`src/rtl/hsbl_pkg.sv`:
```
// constants, register map and pin codes of the host and serial boot loader
// Overview of operation
// [RULE_01] mode 0101 muxed host, 0110 plain host
// [RULE_02] host port configured, ready pin goes low
// [RULE_03] host may instead wait 200 cycles
// [RULE_04] host boot loads directly, no boot table
// [RULE_05] host image kept within words 0100h-3FFFh
// [RULE_06] mailbox high word 0060h, low 0061h
// [RULE_07] poll flag byte, branch when non-zero
// [RULE_08] host writes low word, then high word
// [RULE_09] high word: flag 15-8, address 7-0
// [RULE_10] host word address is half byte address
// [RULE_11] warm boot rewrites only the mailbox
// [RULE_12] host boot: no reconfiguration, no delays
// [RULE_13] receiver: one phase, one word, right-justified
// [RULE_14] sender supplies clock, one sync per word
// [RULE_15] serial ready pin low after about 200 cycles
// [RULE_16] receive clock at most one eighth CPU clock
// [RULE_17] ready high while copying or delaying
// [RULE_18] sender paces words to avoid overflow
// [RULE_19] ready rises about 50 cycles after word
// [RULE_20] ready rises once per completed object
// [RULE_21] unpolled sender leaves 120 cycles per word
// [RULE_22] table end: ready high, branch to entry
// [RULE_23] mode 1110 16-bit serial, 1111 8-bit
// [RULE_24] mode pins sampled once after reset
// [RULE_25] ready held high until interface configured
package hsbl_pkg;
  // boot mode select codes, pins in order 3,2,1,0
  localparam logic [3:0] MODE_HOST_MUX    = 4'h5;
  localparam logic [3:0] MODE_HOST_NONMUX = 4'h6;
  localparam logic [3:0] MODE_SER16       = 4'he;
  localparam logic [3:0] MODE_SER8        = 4'hf;
  // receiver configuration fields
  localparam logic       RX_PHASE_SINGLE  = 1'h0;
  localparam logic [6:0] RX_FRAME_ONE     = 7'h00;
  localparam logic [1:0] RX_WDLEN_8       = 2'h0;
  localparam logic [1:0] RX_WDLEN_16      = 2'h1;
  localparam logic [1:0] RX_JUST_RIGHT    = 2'h0;
  localparam logic [1:0] RX_DATDLY_ONE    = 2'h1;
  // timing in CPU cycles
  localparam int CFG_CYCLES     = 200;
  localparam int LATENCY_CYCLES = 50;
  localparam int READY_CYCLES   = 120;
  localparam int SAMPLE_CYCLES  = 3;
  // register indices; byte address is four times the index
  localparam logic [9:0] IDX_CTRL    = 10'h000;
  localparam logic [9:0] IDX_STATUS  = 10'h001;
  localparam logic [9:0] IDX_OBJECT  = 10'h002;
  localparam logic [9:0] IDX_DELAY   = 10'h003;
  localparam logic [9:0] IDX_ENTRY   = 10'h004;
  localparam logic [9:0] IDX_RXCFG   = 10'h005;
  localparam logic [9:0] IDX_MBX_HI  = 10'h060;
  localparam logic [9:0] IDX_MBX_LO  = 10'h061;
  // control bits
  localparam int CTRL_OBJ32 = 0;
  localparam int CTRL_END   = 1;
  // status bits
  localparam int ST_READY   = 0;
  localparam int ST_HOST    = 1;
  localparam int ST_SERIAL  = 2;
  localparam int ST_WIDE    = 3;
  localparam int ST_RUN     = 4;
  localparam int ST_OVF     = 5;
  localparam int ST_DLYPEND = 6;
  localparam int ST_MODE_LO = 8;
endpackage : hsbl_pkg

```
`src/rtl/hsbl_sync.sv`:
```
// two-stage synchroniser for pins entering the mclk domain
`timescale 1ns/1ps
`default_nettype none
module hsbl_sync #(
  parameter int WIDTH = 1
) (
  // clock and reset
  input  wire logic             mclk_i,
  input  wire logic             sys_rst_i,
  // asynchronous inputs and synchronised copies
  input  wire logic [WIDTH-1:0] async_i,
  output logic      [WIDTH-1:0] sync_o
);
  logic [WIDTH-1:0] meta_q;

  always_ff @(posedge mclk_i or posedge sys_rst_i) begin
    if (sys_rst_i) begin
      meta_q <= '0;
      sync_o <= '0;
    end else begin
      meta_q <= async_i;
      sync_o <= meta_q;
    end
  end
endmodule : hsbl_sync
`default_nettype wire

```
`src/rtl/hsbl_ser_rx.sv`:
```
// serial receiver: one phase, one word per frame, right-justified, msb first
`timescale 1ns/1ps
`default_nettype none
module hsbl_ser_rx #(
  parameter int DATA_DELAY = 1
) (
  // clock and reset
  input  wire logic        mclk_i,
  input  wire logic        sys_rst_i,
  // synchronised link signals
  input  wire logic        rx_clk_i,
  input  wire logic        rx_fs_i,
  input  wire logic        rx_dat_i,
  // configuration
  input  wire logic        enable_i,
  input  wire logic        wide_i,
  // received word
  output logic             word_valid_o,
  output logic      [15:0] word_o
);
  logic        clk_prev_q;
  logic        active_q;
  logic [4:0]  bits_left_q;
  logic [15:0] shift_q;
  logic        fall;

  // data and sync are taken on the falling receive clock edge
  assign fall = clk_prev_q & ~rx_clk_i;

  always_ff @(posedge mclk_i or posedge sys_rst_i) begin
    if (sys_rst_i) begin
      clk_prev_q <= 1'b0;
    end else begin
      clk_prev_q <= rx_clk_i;
    end
  end

  // the first bit comes DATA_DELAY edges after sync; extra early bits shift out of the top
  always_ff @(posedge mclk_i or posedge sys_rst_i) begin
    if (sys_rst_i) begin
      active_q    <= 1'b0;
      bits_left_q <= '0;
      shift_q     <= '0;
    end else if (!enable_i) begin
      active_q <= 1'b0;
    end else if (fall && rx_fs_i) begin
      active_q    <= 1'b1;
      bits_left_q <= 5'((wide_i ? 16 : 8) + DATA_DELAY - 1); // [RULE_13]
    end else if (fall && active_q) begin
      shift_q     <= {shift_q[14:0], rx_dat_i};
      bits_left_q <= bits_left_q - 5'h01;
      if (bits_left_q == 5'h01) begin
        active_q <= 1'b0;
      end
    end
  end

  always_ff @(posedge mclk_i or posedge sys_rst_i) begin
    if (sys_rst_i) begin
      word_valid_o <= 1'b0;
      word_o       <= '0;
    end else begin
      word_valid_o <= fall && active_q && !rx_fs_i && bits_left_q == 5'h01;
      if (fall && active_q && !rx_fs_i && bits_left_q == 5'h01) begin
        word_o <= wide_i ? {shift_q[14:0], rx_dat_i} : {8'h00, shift_q[6:0], rx_dat_i}; // [RULE_13]
      end
    end
  end
endmodule : hsbl_ser_rx
`default_nettype wire

```
`src/rtl/hsbl_top.sv`:
```
// boot loader core: mode capture, host mailbox, serial object pacing, apb registers
//
// Design decisions made here: the register addresses and the APB register port.
`timescale 1ns/1ps
`default_nettype none
module hsbl_top (
  // clock and reset
  input  wire logic        mclk_i,
  input  wire logic        sys_rst_i,
  // apb slave
  input  wire logic        psel_i,
  input  wire logic        penable_i,
  input  wire logic        pwrite_i,
  input  wire logic [11:0] paddr_i,
  input  wire logic [31:0] pwdata_i,
  output logic      [31:0] prdata_o,
  output logic             pready_o,
  output logic             pslverr_o,
  // boot pins
  input  wire logic [3:0]  boot_mode_select_pins_i,
  output logic             ready_handshake_pin_o,
  output logic             ready_handshake_pin_oe_o,
  // serial link
  input  wire logic        serial_rx_clock_i,
  input  wire logic        serial_rx_frame_sync_i,
  input  wire logic        serial_rx_data_i,
  // host port configuration
  output logic             host_port_en_o,
  output logic             host_port_mux_o,
  // object stream to memory
  output logic             obj_valid_o,
  output logic      [31:0] obj_data_o,
  // branch to application
  output logic             branch_o,
  output logic      [23:0] entry_addr_o
);
  typedef enum {
    SM_SAMPLE, SM_CONFIG, SM_HOST_WAIT, SM_SER_READY, SM_SER_LATENCY,
    SM_SER_BUSY, SM_DELAY, SM_RUN, SM_FAIL, SM_IDLE
  } hsbl_state_type;

  hsbl_state_type state_q;
  hsbl_state_type state_d;

  logic [3:0]  pins_sync;
  logic [2:0]  link_sync;
  logic [3:0]  mode_q;
  logic [15:0] cnt_q;
  logic [15:0] cnt_d;
  logic [15:0] mbx_hi_q;
  logic [15:0] mbx_lo_q;
  logic [23:0] entry_q;
  logic [15:0] delay_q;
  logic        delay_req_q;
  logic        end_req_q;
  logic        obj32_q;
  logic        ovf_q;
  logic [31:0] obj_q;
  logic [2:0]  words_q;
  logic        word_valid;
  logic [15:0] word;
  logic        host_mode;
  logic        ser_mode;
  logic        wide;
  logic        apb_wr;
  logic        apb_setup;
  logic [9:0]  idx;
  logic        obj_done;
  logic        delay_start;

  function automatic logic idx_mapped(input logic [9:0] i);
    idx_mapped = i == hsbl_pkg::IDX_CTRL || i == hsbl_pkg::IDX_STATUS || i == hsbl_pkg::IDX_OBJECT ||
                 i == hsbl_pkg::IDX_DELAY || i == hsbl_pkg::IDX_ENTRY || i == hsbl_pkg::IDX_RXCFG ||
                 i == hsbl_pkg::IDX_MBX_HI || i == hsbl_pkg::IDX_MBX_LO;
  endfunction : idx_mapped

  // words making up one object: 8-bit link 2 or 4, 16-bit link 1 or 2
  function automatic logic [2:0] words_per_obj(input logic is_wide, input logic is_obj32);
    case ({is_wide, is_obj32})
      2'h0:    words_per_obj = 3'h2;
      2'h1:    words_per_obj = 3'h4;
      2'h2:    words_per_obj = 3'h1;
      default: words_per_obj = 3'h2;
    endcase
  endfunction : words_per_obj

  hsbl_sync #(
    .WIDTH (4)
  ) u_pin_sync (
    .mclk_i    (mclk_i),
    .sys_rst_i (sys_rst_i),
    .async_i   (boot_mode_select_pins_i),
    .sync_o    (pins_sync)
  );

  hsbl_sync #(
    .WIDTH (3)
  ) u_link_sync (
    .mclk_i    (mclk_i),
    .sys_rst_i (sys_rst_i),
    .async_i   ({serial_rx_clock_i, serial_rx_frame_sync_i, serial_rx_data_i}),
    .sync_o    (link_sync)
  );

  hsbl_ser_rx #(
    .DATA_DELAY (int'(hsbl_pkg::RX_DATDLY_ONE))
  ) u_rx (
    .mclk_i       (mclk_i),
    .sys_rst_i    (sys_rst_i),
    .rx_clk_i     (link_sync[2]),
    .rx_fs_i      (link_sync[1]),
    .rx_dat_i     (link_sync[0]),
    .enable_i     (ser_mode && state_q != hsbl_state_type'(SM_CONFIG) && state_q != SM_RUN),
    .wide_i       (wide),
    .word_valid_o (word_valid),
    .word_o       (word)
  );

  assign host_mode   = mode_q == hsbl_pkg::MODE_HOST_MUX || mode_q == hsbl_pkg::MODE_HOST_NONMUX;   // [RULE_01]
  assign ser_mode    = mode_q == hsbl_pkg::MODE_SER16 || mode_q == hsbl_pkg::MODE_SER8;             // [RULE_23]
  assign wide        = mode_q == hsbl_pkg::MODE_SER16;                                              // [RULE_23]
  assign apb_setup   = psel_i && !penable_i;
  assign apb_wr      = psel_i && penable_i && pwrite_i;
  assign idx         = paddr_i[11:2];
  assign obj_done    = word_valid && state_q == SM_SER_READY && words_q + 3'h1 == words_per_obj(wide, obj32_q);
  assign delay_start = state_q == SM_SER_BUSY && cnt_q == 16'h0001 && delay_req_q;

  // mode pins are read once, after they have settled through the synchroniser
  always_ff @(posedge mclk_i or posedge sys_rst_i) begin
    if (sys_rst_i) begin
      mode_q <= 4'h0;
    end else if (state_q == SM_SAMPLE && cnt_q == 16'(hsbl_pkg::SAMPLE_CYCLES)) begin
      mode_q <= pins_sync; // [RULE_24]
    end
  end

  always_comb begin
    state_d = state_q;
    cnt_d   = cnt_q + 16'h0001;
    case (state_q)
      SM_SAMPLE: begin
        if (cnt_q == 16'(hsbl_pkg::SAMPLE_CYCLES)) begin
          cnt_d = 16'h0000;
          if (pins_sync == hsbl_pkg::MODE_HOST_MUX || pins_sync == hsbl_pkg::MODE_HOST_NONMUX ||
              pins_sync == hsbl_pkg::MODE_SER16 || pins_sync == hsbl_pkg::MODE_SER8) begin
            state_d = SM_CONFIG;
          end else begin
            state_d = SM_IDLE;
          end
        end
      end
      SM_CONFIG: begin
        // the port is configured before the pin may drop, so the far side sees not ready until then
        if (cnt_q == 16'(hsbl_pkg::CFG_CYCLES - hsbl_pkg::SAMPLE_CYCLES - 2)) begin // [RULE_25]
          state_d = host_mode ? SM_HOST_WAIT : SM_SER_READY;                          // [RULE_02] [RULE_15]
        end
      end
      SM_HOST_WAIT: begin
        cnt_d = cnt_q;
        // no boot table here: the host fills memory, the loader only polls the flag byte
        if (mbx_hi_q[15:8] != 8'h00) begin // [RULE_07] [RULE_04]
          state_d = SM_RUN;
        end
      end
      SM_SER_READY: begin
        cnt_d = 16'h0000;
        if (obj_done) begin
          state_d = SM_SER_LATENCY; // [RULE_20]
        end else if (end_req_q) begin
          state_d = SM_RUN;         // [RULE_22]
        end
      end
      SM_SER_LATENCY: begin
        if (word_valid) begin
          state_d = SM_FAIL;
        end else if (cnt_q == 16'(hsbl_pkg::LATENCY_CYCLES - 1)) begin // [RULE_19]
          state_d = SM_SER_BUSY;
          cnt_d   = 16'(hsbl_pkg::READY_CYCLES - hsbl_pkg::LATENCY_CYCLES);
        end
      end
      SM_SER_BUSY: begin
        cnt_d = cnt_q - 16'h0001;
        if (word_valid) begin
          state_d = SM_FAIL; // [RULE_17]
        end else if (cnt_q == 16'h0001) begin
          if (delay_req_q && delay_q != 16'h0000) begin
            state_d = SM_DELAY;
            cnt_d   = delay_q;
          end else begin
            state_d = SM_SER_READY;
          end
        end
      end
      SM_DELAY: begin
        cnt_d = cnt_q - 16'h0001;
        if (word_valid) begin
          state_d = SM_FAIL;
        end else if (cnt_q == 16'h0001) begin
          state_d = SM_SER_READY; // [RULE_17]
        end
      end
      SM_RUN: begin
        cnt_d = cnt_q;
      end
      SM_FAIL: begin
        cnt_d = cnt_q;
      end
      SM_IDLE: begin
        cnt_d = cnt_q;
      end
      default: begin
        state_d = SM_FAIL;
      end
    endcase
  end

  always_ff @(posedge mclk_i or posedge sys_rst_i) begin
    if (sys_rst_i) begin
      state_q <= SM_SAMPLE;
      cnt_q   <= 16'h0000;
    end else begin
      state_q <= state_d;
      cnt_q   <= cnt_d;
    end
  end

  // pin is high in reset and low while the port can take a transfer and during the latency after an object
  always_ff @(posedge mclk_i or posedge sys_rst_i) begin
    if (sys_rst_i) begin
      ready_handshake_pin_o    <= 1'b1; // [RULE_25]
      ready_handshake_pin_oe_o <= 1'b1;
    end else begin
      ready_handshake_pin_o    <= !(state_d == SM_HOST_WAIT || state_d == SM_SER_READY ||
                                    state_d == SM_SER_LATENCY); // [RULE_17] [RULE_22]
      ready_handshake_pin_oe_o <= state_d != SM_IDLE;
    end
  end

  always_ff @(posedge mclk_i or posedge sys_rst_i) begin
    if (sys_rst_i) begin
      host_port_en_o  <= 1'b0;
      host_port_mux_o <= 1'b0;
    end else begin
      host_port_en_o  <= host_mode && state_q != SM_SAMPLE;                 // [RULE_01]
      host_port_mux_o <= mode_q == hsbl_pkg::MODE_HOST_MUX;                // [RULE_01]
    end
  end

  // object assembly: words arrive msb first and shift in from the bottom
  always_ff @(posedge mclk_i or posedge sys_rst_i) begin
    if (sys_rst_i) begin
      obj_q   <= 32'h0000_0000;
      words_q <= 3'h0;
    end else if (word_valid && state_q == SM_SER_READY) begin
      obj_q   <= wide ? {obj_q[15:0], word} : {obj_q[23:0], word[7:0]};
      words_q <= obj_done ? 3'h0 : words_q + 3'h1;
    end
  end

  // the copy to memory happens as the pin goes high
  always_ff @(posedge mclk_i or posedge sys_rst_i) begin
    if (sys_rst_i) begin
      obj_valid_o <= 1'b0;
      obj_data_o  <= 32'h0000_0000;
    end else begin
      obj_valid_o <= state_q == SM_SER_LATENCY && state_d == SM_SER_BUSY;
      if (state_q == SM_SER_LATENCY && state_d == SM_SER_BUSY) begin
        obj_data_o <= obj_q;
      end
    end
  end

  // a word landing while the loader is still busy is lost, so the boot stops
  always_ff @(posedge mclk_i or posedge sys_rst_i) begin
    if (sys_rst_i) begin
      ovf_q <= 1'b0;
    end else if (state_d == SM_FAIL && state_q != SM_FAIL) begin
      ovf_q <= 1'b1;
    end
  end

  always_ff @(posedge mclk_i or posedge sys_rst_i) begin
    if (sys_rst_i) begin
      branch_o     <= 1'b0;
      entry_addr_o <= 24'h00_0000;
    end else begin
      branch_o <= state_q != SM_RUN && state_d == SM_RUN;
      if (state_q != SM_RUN && state_d == SM_RUN) begin
        entry_addr_o <= host_mode ? {mbx_hi_q[7:0], mbx_lo_q} : entry_q; // [RULE_06] [RULE_22]
      end
    end
  end

  // mailbox words, written by the host port path
  always_ff @(posedge mclk_i or posedge sys_rst_i) begin
    if (sys_rst_i) begin
      mbx_hi_q <= 16'h0000;
      mbx_lo_q <= 16'h0000;
    end else if (apb_wr) begin
      if (idx == hsbl_pkg::IDX_MBX_HI) begin
        mbx_hi_q <= pwdata_i[15:0]; // [RULE_06]
      end
      if (idx == hsbl_pkg::IDX_MBX_LO) begin
        mbx_lo_q <= pwdata_i[15:0]; // [RULE_06]
      end
    end
  end

  always_ff @(posedge mclk_i or posedge sys_rst_i) begin
    if (sys_rst_i) begin
      obj32_q <= 1'b0;
      entry_q <= 24'h00_0000;
    end else if (apb_wr) begin
      if (idx == hsbl_pkg::IDX_CTRL) begin
        obj32_q <= pwdata_i[hsbl_pkg::CTRL_OBJ32];
      end
      if (idx == hsbl_pkg::IDX_ENTRY) begin
        entry_q <= pwdata_i[23:0];
      end
    end
  end

  // delay and end requests only exist with a boot table, so host boot ignores them
  always_ff @(posedge mclk_i or posedge sys_rst_i) begin
    if (sys_rst_i) begin
      delay_q     <= 16'h0000;
      delay_req_q <= 1'b0;
      end_req_q   <= 1'b0;
    end else begin
      if (apb_wr && idx == hsbl_pkg::IDX_DELAY && ser_mode) begin // [RULE_12]
        delay_q     <= pwdata_i[15:0];
        delay_req_q <= 1'b1;
      end else if (delay_start) begin
        delay_req_q <= 1'b0;
      end
      if (apb_wr && idx == hsbl_pkg::IDX_CTRL && ser_mode && pwdata_i[hsbl_pkg::CTRL_END]) begin // [RULE_12]
        end_req_q <= 1'b1;
      end
    end
  end

  // read data and error are prepared in the setup phase; the access phase never waits
  always_ff @(posedge mclk_i or posedge sys_rst_i) begin
    if (sys_rst_i) begin
      prdata_o  <= 32'h0000_0000;
      pslverr_o <= 1'b0;
    end else if (apb_setup) begin
      pslverr_o <= !idx_mapped(idx);
      prdata_o  <= 32'h0000_0000;
      case (idx)
        hsbl_pkg::IDX_CTRL:   prdata_o <= {30'h0000_0000, end_req_q, obj32_q};
        hsbl_pkg::IDX_STATUS: begin
          prdata_o[hsbl_pkg::ST_READY]   <= !ready_handshake_pin_o;
          prdata_o[hsbl_pkg::ST_HOST]    <= host_mode;
          prdata_o[hsbl_pkg::ST_SERIAL]  <= ser_mode;
          prdata_o[hsbl_pkg::ST_WIDE]    <= wide;
          prdata_o[hsbl_pkg::ST_RUN]     <= state_q == SM_RUN;
          prdata_o[hsbl_pkg::ST_OVF]     <= ovf_q;
          prdata_o[hsbl_pkg::ST_DLYPEND] <= delay_req_q;
          prdata_o[hsbl_pkg::ST_MODE_LO +: 4] <= mode_q;
        end
        hsbl_pkg::IDX_OBJECT: prdata_o <= obj_data_o;
        hsbl_pkg::IDX_DELAY:  prdata_o <= {16'h0000, delay_q};
        hsbl_pkg::IDX_ENTRY:  prdata_o <= {8'h00, entry_q};
        hsbl_pkg::IDX_RXCFG:  prdata_o <= {18'h0_0000, hsbl_pkg::RX_DATDLY_ONE, hsbl_pkg::RX_JUST_RIGHT,
                                           hsbl_pkg::RX_FRAME_ONE, hsbl_pkg::RX_PHASE_SINGLE,
                                           wide ? hsbl_pkg::RX_WDLEN_16 : hsbl_pkg::RX_WDLEN_8}; // [RULE_13]
        hsbl_pkg::IDX_MBX_HI: prdata_o <= {16'h0000, mbx_hi_q};
        hsbl_pkg::IDX_MBX_LO: prdata_o <= {16'h0000, mbx_lo_q};
        default:              prdata_o <= 32'h0000_0000;
      endcase
    end
  end

  assign pready_o = 1'b1;
endmodule : hsbl_top
`default_nettype wire

```
`config.mk`:
```
export PLATFORM = sky130hd
export DESIGN_NAME = hsbl_top
export DESIGN_NICKNAME = d
export VERILOG_FILES = /design/src/rtl/hsbl_pkg.sv /design/src/rtl/hsbl_sync.sv /design/src/rtl/hsbl_ser_rx.sv /design/src/rtl/hsbl_top.sv
export SDC_FILE = /design/constraint.sdc
export NUM_CORES = 1
export LEC_CHECK = 0
export ABC_AREA = 1
export BUFFER_PORTS_ARGS = -buffer_cell sky130_fd_sc_hd__buf_2
export CAP_MARGIN = 0
export CORE_MARGIN = 2
export CORE_UTILIZATION = 40
export DETAILED_ROUTE_END_ITERATION = 12
export SLEW_MARGIN = 15
export SYNTH_ARGS = -nofsm -noshare
export SYNTH_HDL_FRONTEND = slang
export SYNTH_HIERARCHICAL = 1
export SYNTH_SLANG_ARGS = --single-unit
export TNS_END_PERCENT = 100
```
`constraint.sdc`:
```
create_clock -name mclk_i -period 20.4 [get_ports mclk_i]
set_input_delay 4.08 -clock mclk_i [delete_from_list [all_inputs] [get_ports mclk_i]]
set_output_delay 4.08 -clock mclk_i [all_outputs]
set_load 0.01 [all_outputs]
```
==> flow_summary_export.csv <==
group,metric,value,unit
timing,rsz0062_at_grt,"no",
timing,final.setup_skew,0.0147,ns
synth,yosys_register_bits,311,
die,io_pins,152,
timing,hold_violations,0,
routing,first_iter_violations,899,
worst_setup_path,crit_required,20.82,ns
synth,yosys-mux-area-fraction,0.593,%
synth,synthCells,1843,
synth,synth_area,15200,um2
die,fp.coreArea,37500,um2
synth,synth_area_leaders,"dfrtp_1 (51%), nand2_1 (13%), o21ai_0 (6.1%)",
finish,nets,2049,
power,powerDensity,74.3,nW/um2
clocking,cts_tree,"done",
synth,yosysWarnings,6,
finish,area_delta_synth_final,15.4,%
synth,yosysMostFrequentCell,"nand2_1",
die,start_util,40.5,%
routing,wl_per_cell,17.1,um
timing,drv_slew,0,
synth,synthTopCellsByCount,"nand2_1 (536), dfrtp_1 (309), inv_1 (201), o21ai_0 (184), nor2_1 (113)",
clocking,cts_made_buffers,35,
place,place.gp.congestion,0.914,
clocking,clockRootBuffer,"clkbuf_16",
routing,drt_wl_total,43100,um
status,status,"completed",
power,vdd_drop_max,0.0992,mV
timing,setup-violations-final,0,
routing,drc,0,
synth,ys.flop_type,"dfrtp_1",
power,p_leak,0.00870,uW
place,dp_slack,13.69,ns
min_path,hold_path_class,"register to register",
synth,syn_area_per_cell,8.24,um2
timing,setup_ws,14.22,ns
worst_setup_path,r2r_setup_slack,16.37,ns
synth,yosys.area.top_type,"dfrtp_1",
timing,tns,0,ns
clocking,htreeDepth,2,
grt,grt_pass1_vias,12300,
clocking,cts_resized,0,
place,dpl.hpwl,31100,um
grt,antenna_found_initial,3,
routing,vias_per_cell,5.04,
timing,fmax,162,MHz
clocking,path_clk_slew,0.06,ns
clocking,clock_sinks,311,
timing,period_minus_slack,6.18,ns
die,fp-row-count,71,
synth,yosysSeqAreaShare,51.3,%
grt,grt_first_pass_wirelength,68000,um
die,die_w,199,um
synth,synth_xor_area_share,0.807,%
die,die-area,39500,um2
synth,synth_edf_count,0,
synth,synth_top_area_share,50.9,%
grt,grt_overflow,0,
clocking,cts.path.max_buffers,3,
routing,dr_total_vias,12700,
synth,synthAdderAreaFrac,0.659,%
clocking,cts_setup_buffers,0,
routing,antenna_left,0,
grt,grt_max_degree,102,
timing,slew_headroom,27.9,%
clocking,worstSkewPairLatency,0.53,ns
run,drv_cap,0,
finish,drive_gt1_share,16.7,%
synth,synth_top_family_by_area,"simple AND/OR/NAND/NOR gates",
timing,holdWs,0.347,ns
worst_setup_path,critical_path.max_fanout,33,
routing,drtPass1Iterations,5,
synth,ys_async_sr_fraction,100,%
worst_setup_path,path_class,"input port to register",
worst_setup_path,arrival,6.60,ns
grt,grt_usage,22.2,%
worst_setup_path,cp-end-kind,"register",
worst_setup_path,critPathLaunchType,"input port",
timing,tightest_slew,1.08,ns
place,io_buffers,140,
die,die_y,199,um
synth,synth_compound_area_share,12.7,%
timing,finalCritPeriodShare,30.3,%
synth,synth_cell_type_count,55,
clocking,holdBufCountCts,0,
synth,synth_simple_gate_area_share,25.9,%
metal layers:
layer,global-route usage [%],vias to the layer above,share of wire [%]
met5,0.128,-,0
met4,8.04,0,3.5
met3,4.10,79,6.4
met2,34.8,373,45
met1,30.8,6050,45
li1,-,6208,-
critical path, stage by stage:
cell	delay, ns
buf_2	0.10
inv_1	0.06
nand4_1	0.43
nor3_4	0.44
nand2_1	0.21
inv_2	0.30
nand3_2	0.57
o21ai_0	0.40
state kept, by name, indices dropped and copies added, names as in the netlist, 3 cells and up:
| signal | cells |
|---|---|
| u_rx/bits_left_q | 5 |
| mbx_hi_q | 16 |
| entry_q | 24 |
| entry_addr_o | 24 |
| u_link_sync/meta_q | 3 |
| obj_q | 32 |
| cnt_q | 16 |
| state_q | 32 |
| mode_q | 4 |
| u_pin_sync/meta_q | 4 |
| delay_q | 16 |
| prdata_o | 32 |
| u_pin_sync/sync_o | 4 |
| u_rx/shift_q | 15 |
| u_rx/word_o | 16 |
| mbx_lo_q | 16 |
| u_link_sync/sync_o | 3 |
| words_q | 3 |
| obj_data_o | 32 |
logic make-up after synthesis:
logic type | Yosys count
muxes | 8
buffers and inverters | 299
xor gates and xnor gates | 14
other | 2
and+or+nand+nor | 869
adders and majority gates | 8
DFF | 311
AOI/OAI and AO/OA | 332
per-stage QoR:
stage                     instance area (um2)  cells  power (uW)  utilization, %
after floorplan                         15300   1870         658               -
after global placement                  16400   2459         674            43.6
after detailed placement                16400   2459         674            43.6
after CTS                               17500   2517        1320            46.7
after global routing                    17500   2519        1340            46.7
final                                   17500   2521        1300            46.7
worst paths after layout:
path / start / to / cells past startpoint
max reg2reg: mode_q[2]$_DFFE_PP0P_ / entry_addr_o[2]$_DFFE_PP0P_ / 17
min: u_link_sync/meta_q[1]$_DFF_PP0_ / u_link_sync/sync_o[1]$_DFF_PP0_ / 0
min in group asynchronous: sys_rst_i / u_link_sync/meta_q[2]$_DFF_PP0_ / 2
max in group asynchronous: sys_rst_i / prdata_o[28]$_DFFE_PP0P_ / 3
min reg2reg: u_link_sync/meta_q[1]$_DFF_PP0_ / u_link_sync/sync_o[1]$_DFF_PP0_ / 0
max: paddr_i[9] / delay_q[12]$_DFFE_PP0P_ / 8
where the power goes:
part / switching (uW) / leakage (uW) / internal, uW
logic: 27.0 / 0.00395 / 8.28
registers: 3.32 / 0.00419 / 623
clock network: 250 / 0.000565 / 389
total: 281 / 0.00870 / 1020
placed cells by master (no fill, tap or decap), types with 7 or more instances in the layout:
cell       instances
nand4_1           43
nor2_1           112
o21ai_2           16
o211ai_1          28
inv_1            200
o22ai_1           10
a21oi_1           28
ha_1               8
inv_2             20
o21ai_1           27
nor2_2            18
nand2_2           27
nor3_1            11
buf_4             11
buf_2            140
nand3_2            7
mux2_2             8
nor2_4            11
dfrtp_1          309
nand2_1          536
o21ai_0          184
a22oi_1           12
clkbuf_16         37
xor2_1            13
nand3_1           81
conb_1            29
layout make-up:
type / instances / area [um2]
flip-flops and latches: 311 / 7780
multi-input cells: 1260 / 6290
fillers: 3763 / 20000
well taps: 511 / 639
repair buffers: 151 / 783
inverters: 226 / 856
clock inverters: 9 / 129
clock buffers: 49 / 1030
diodes: 4 / 10.0
Power figures use the tool's default switching activity.
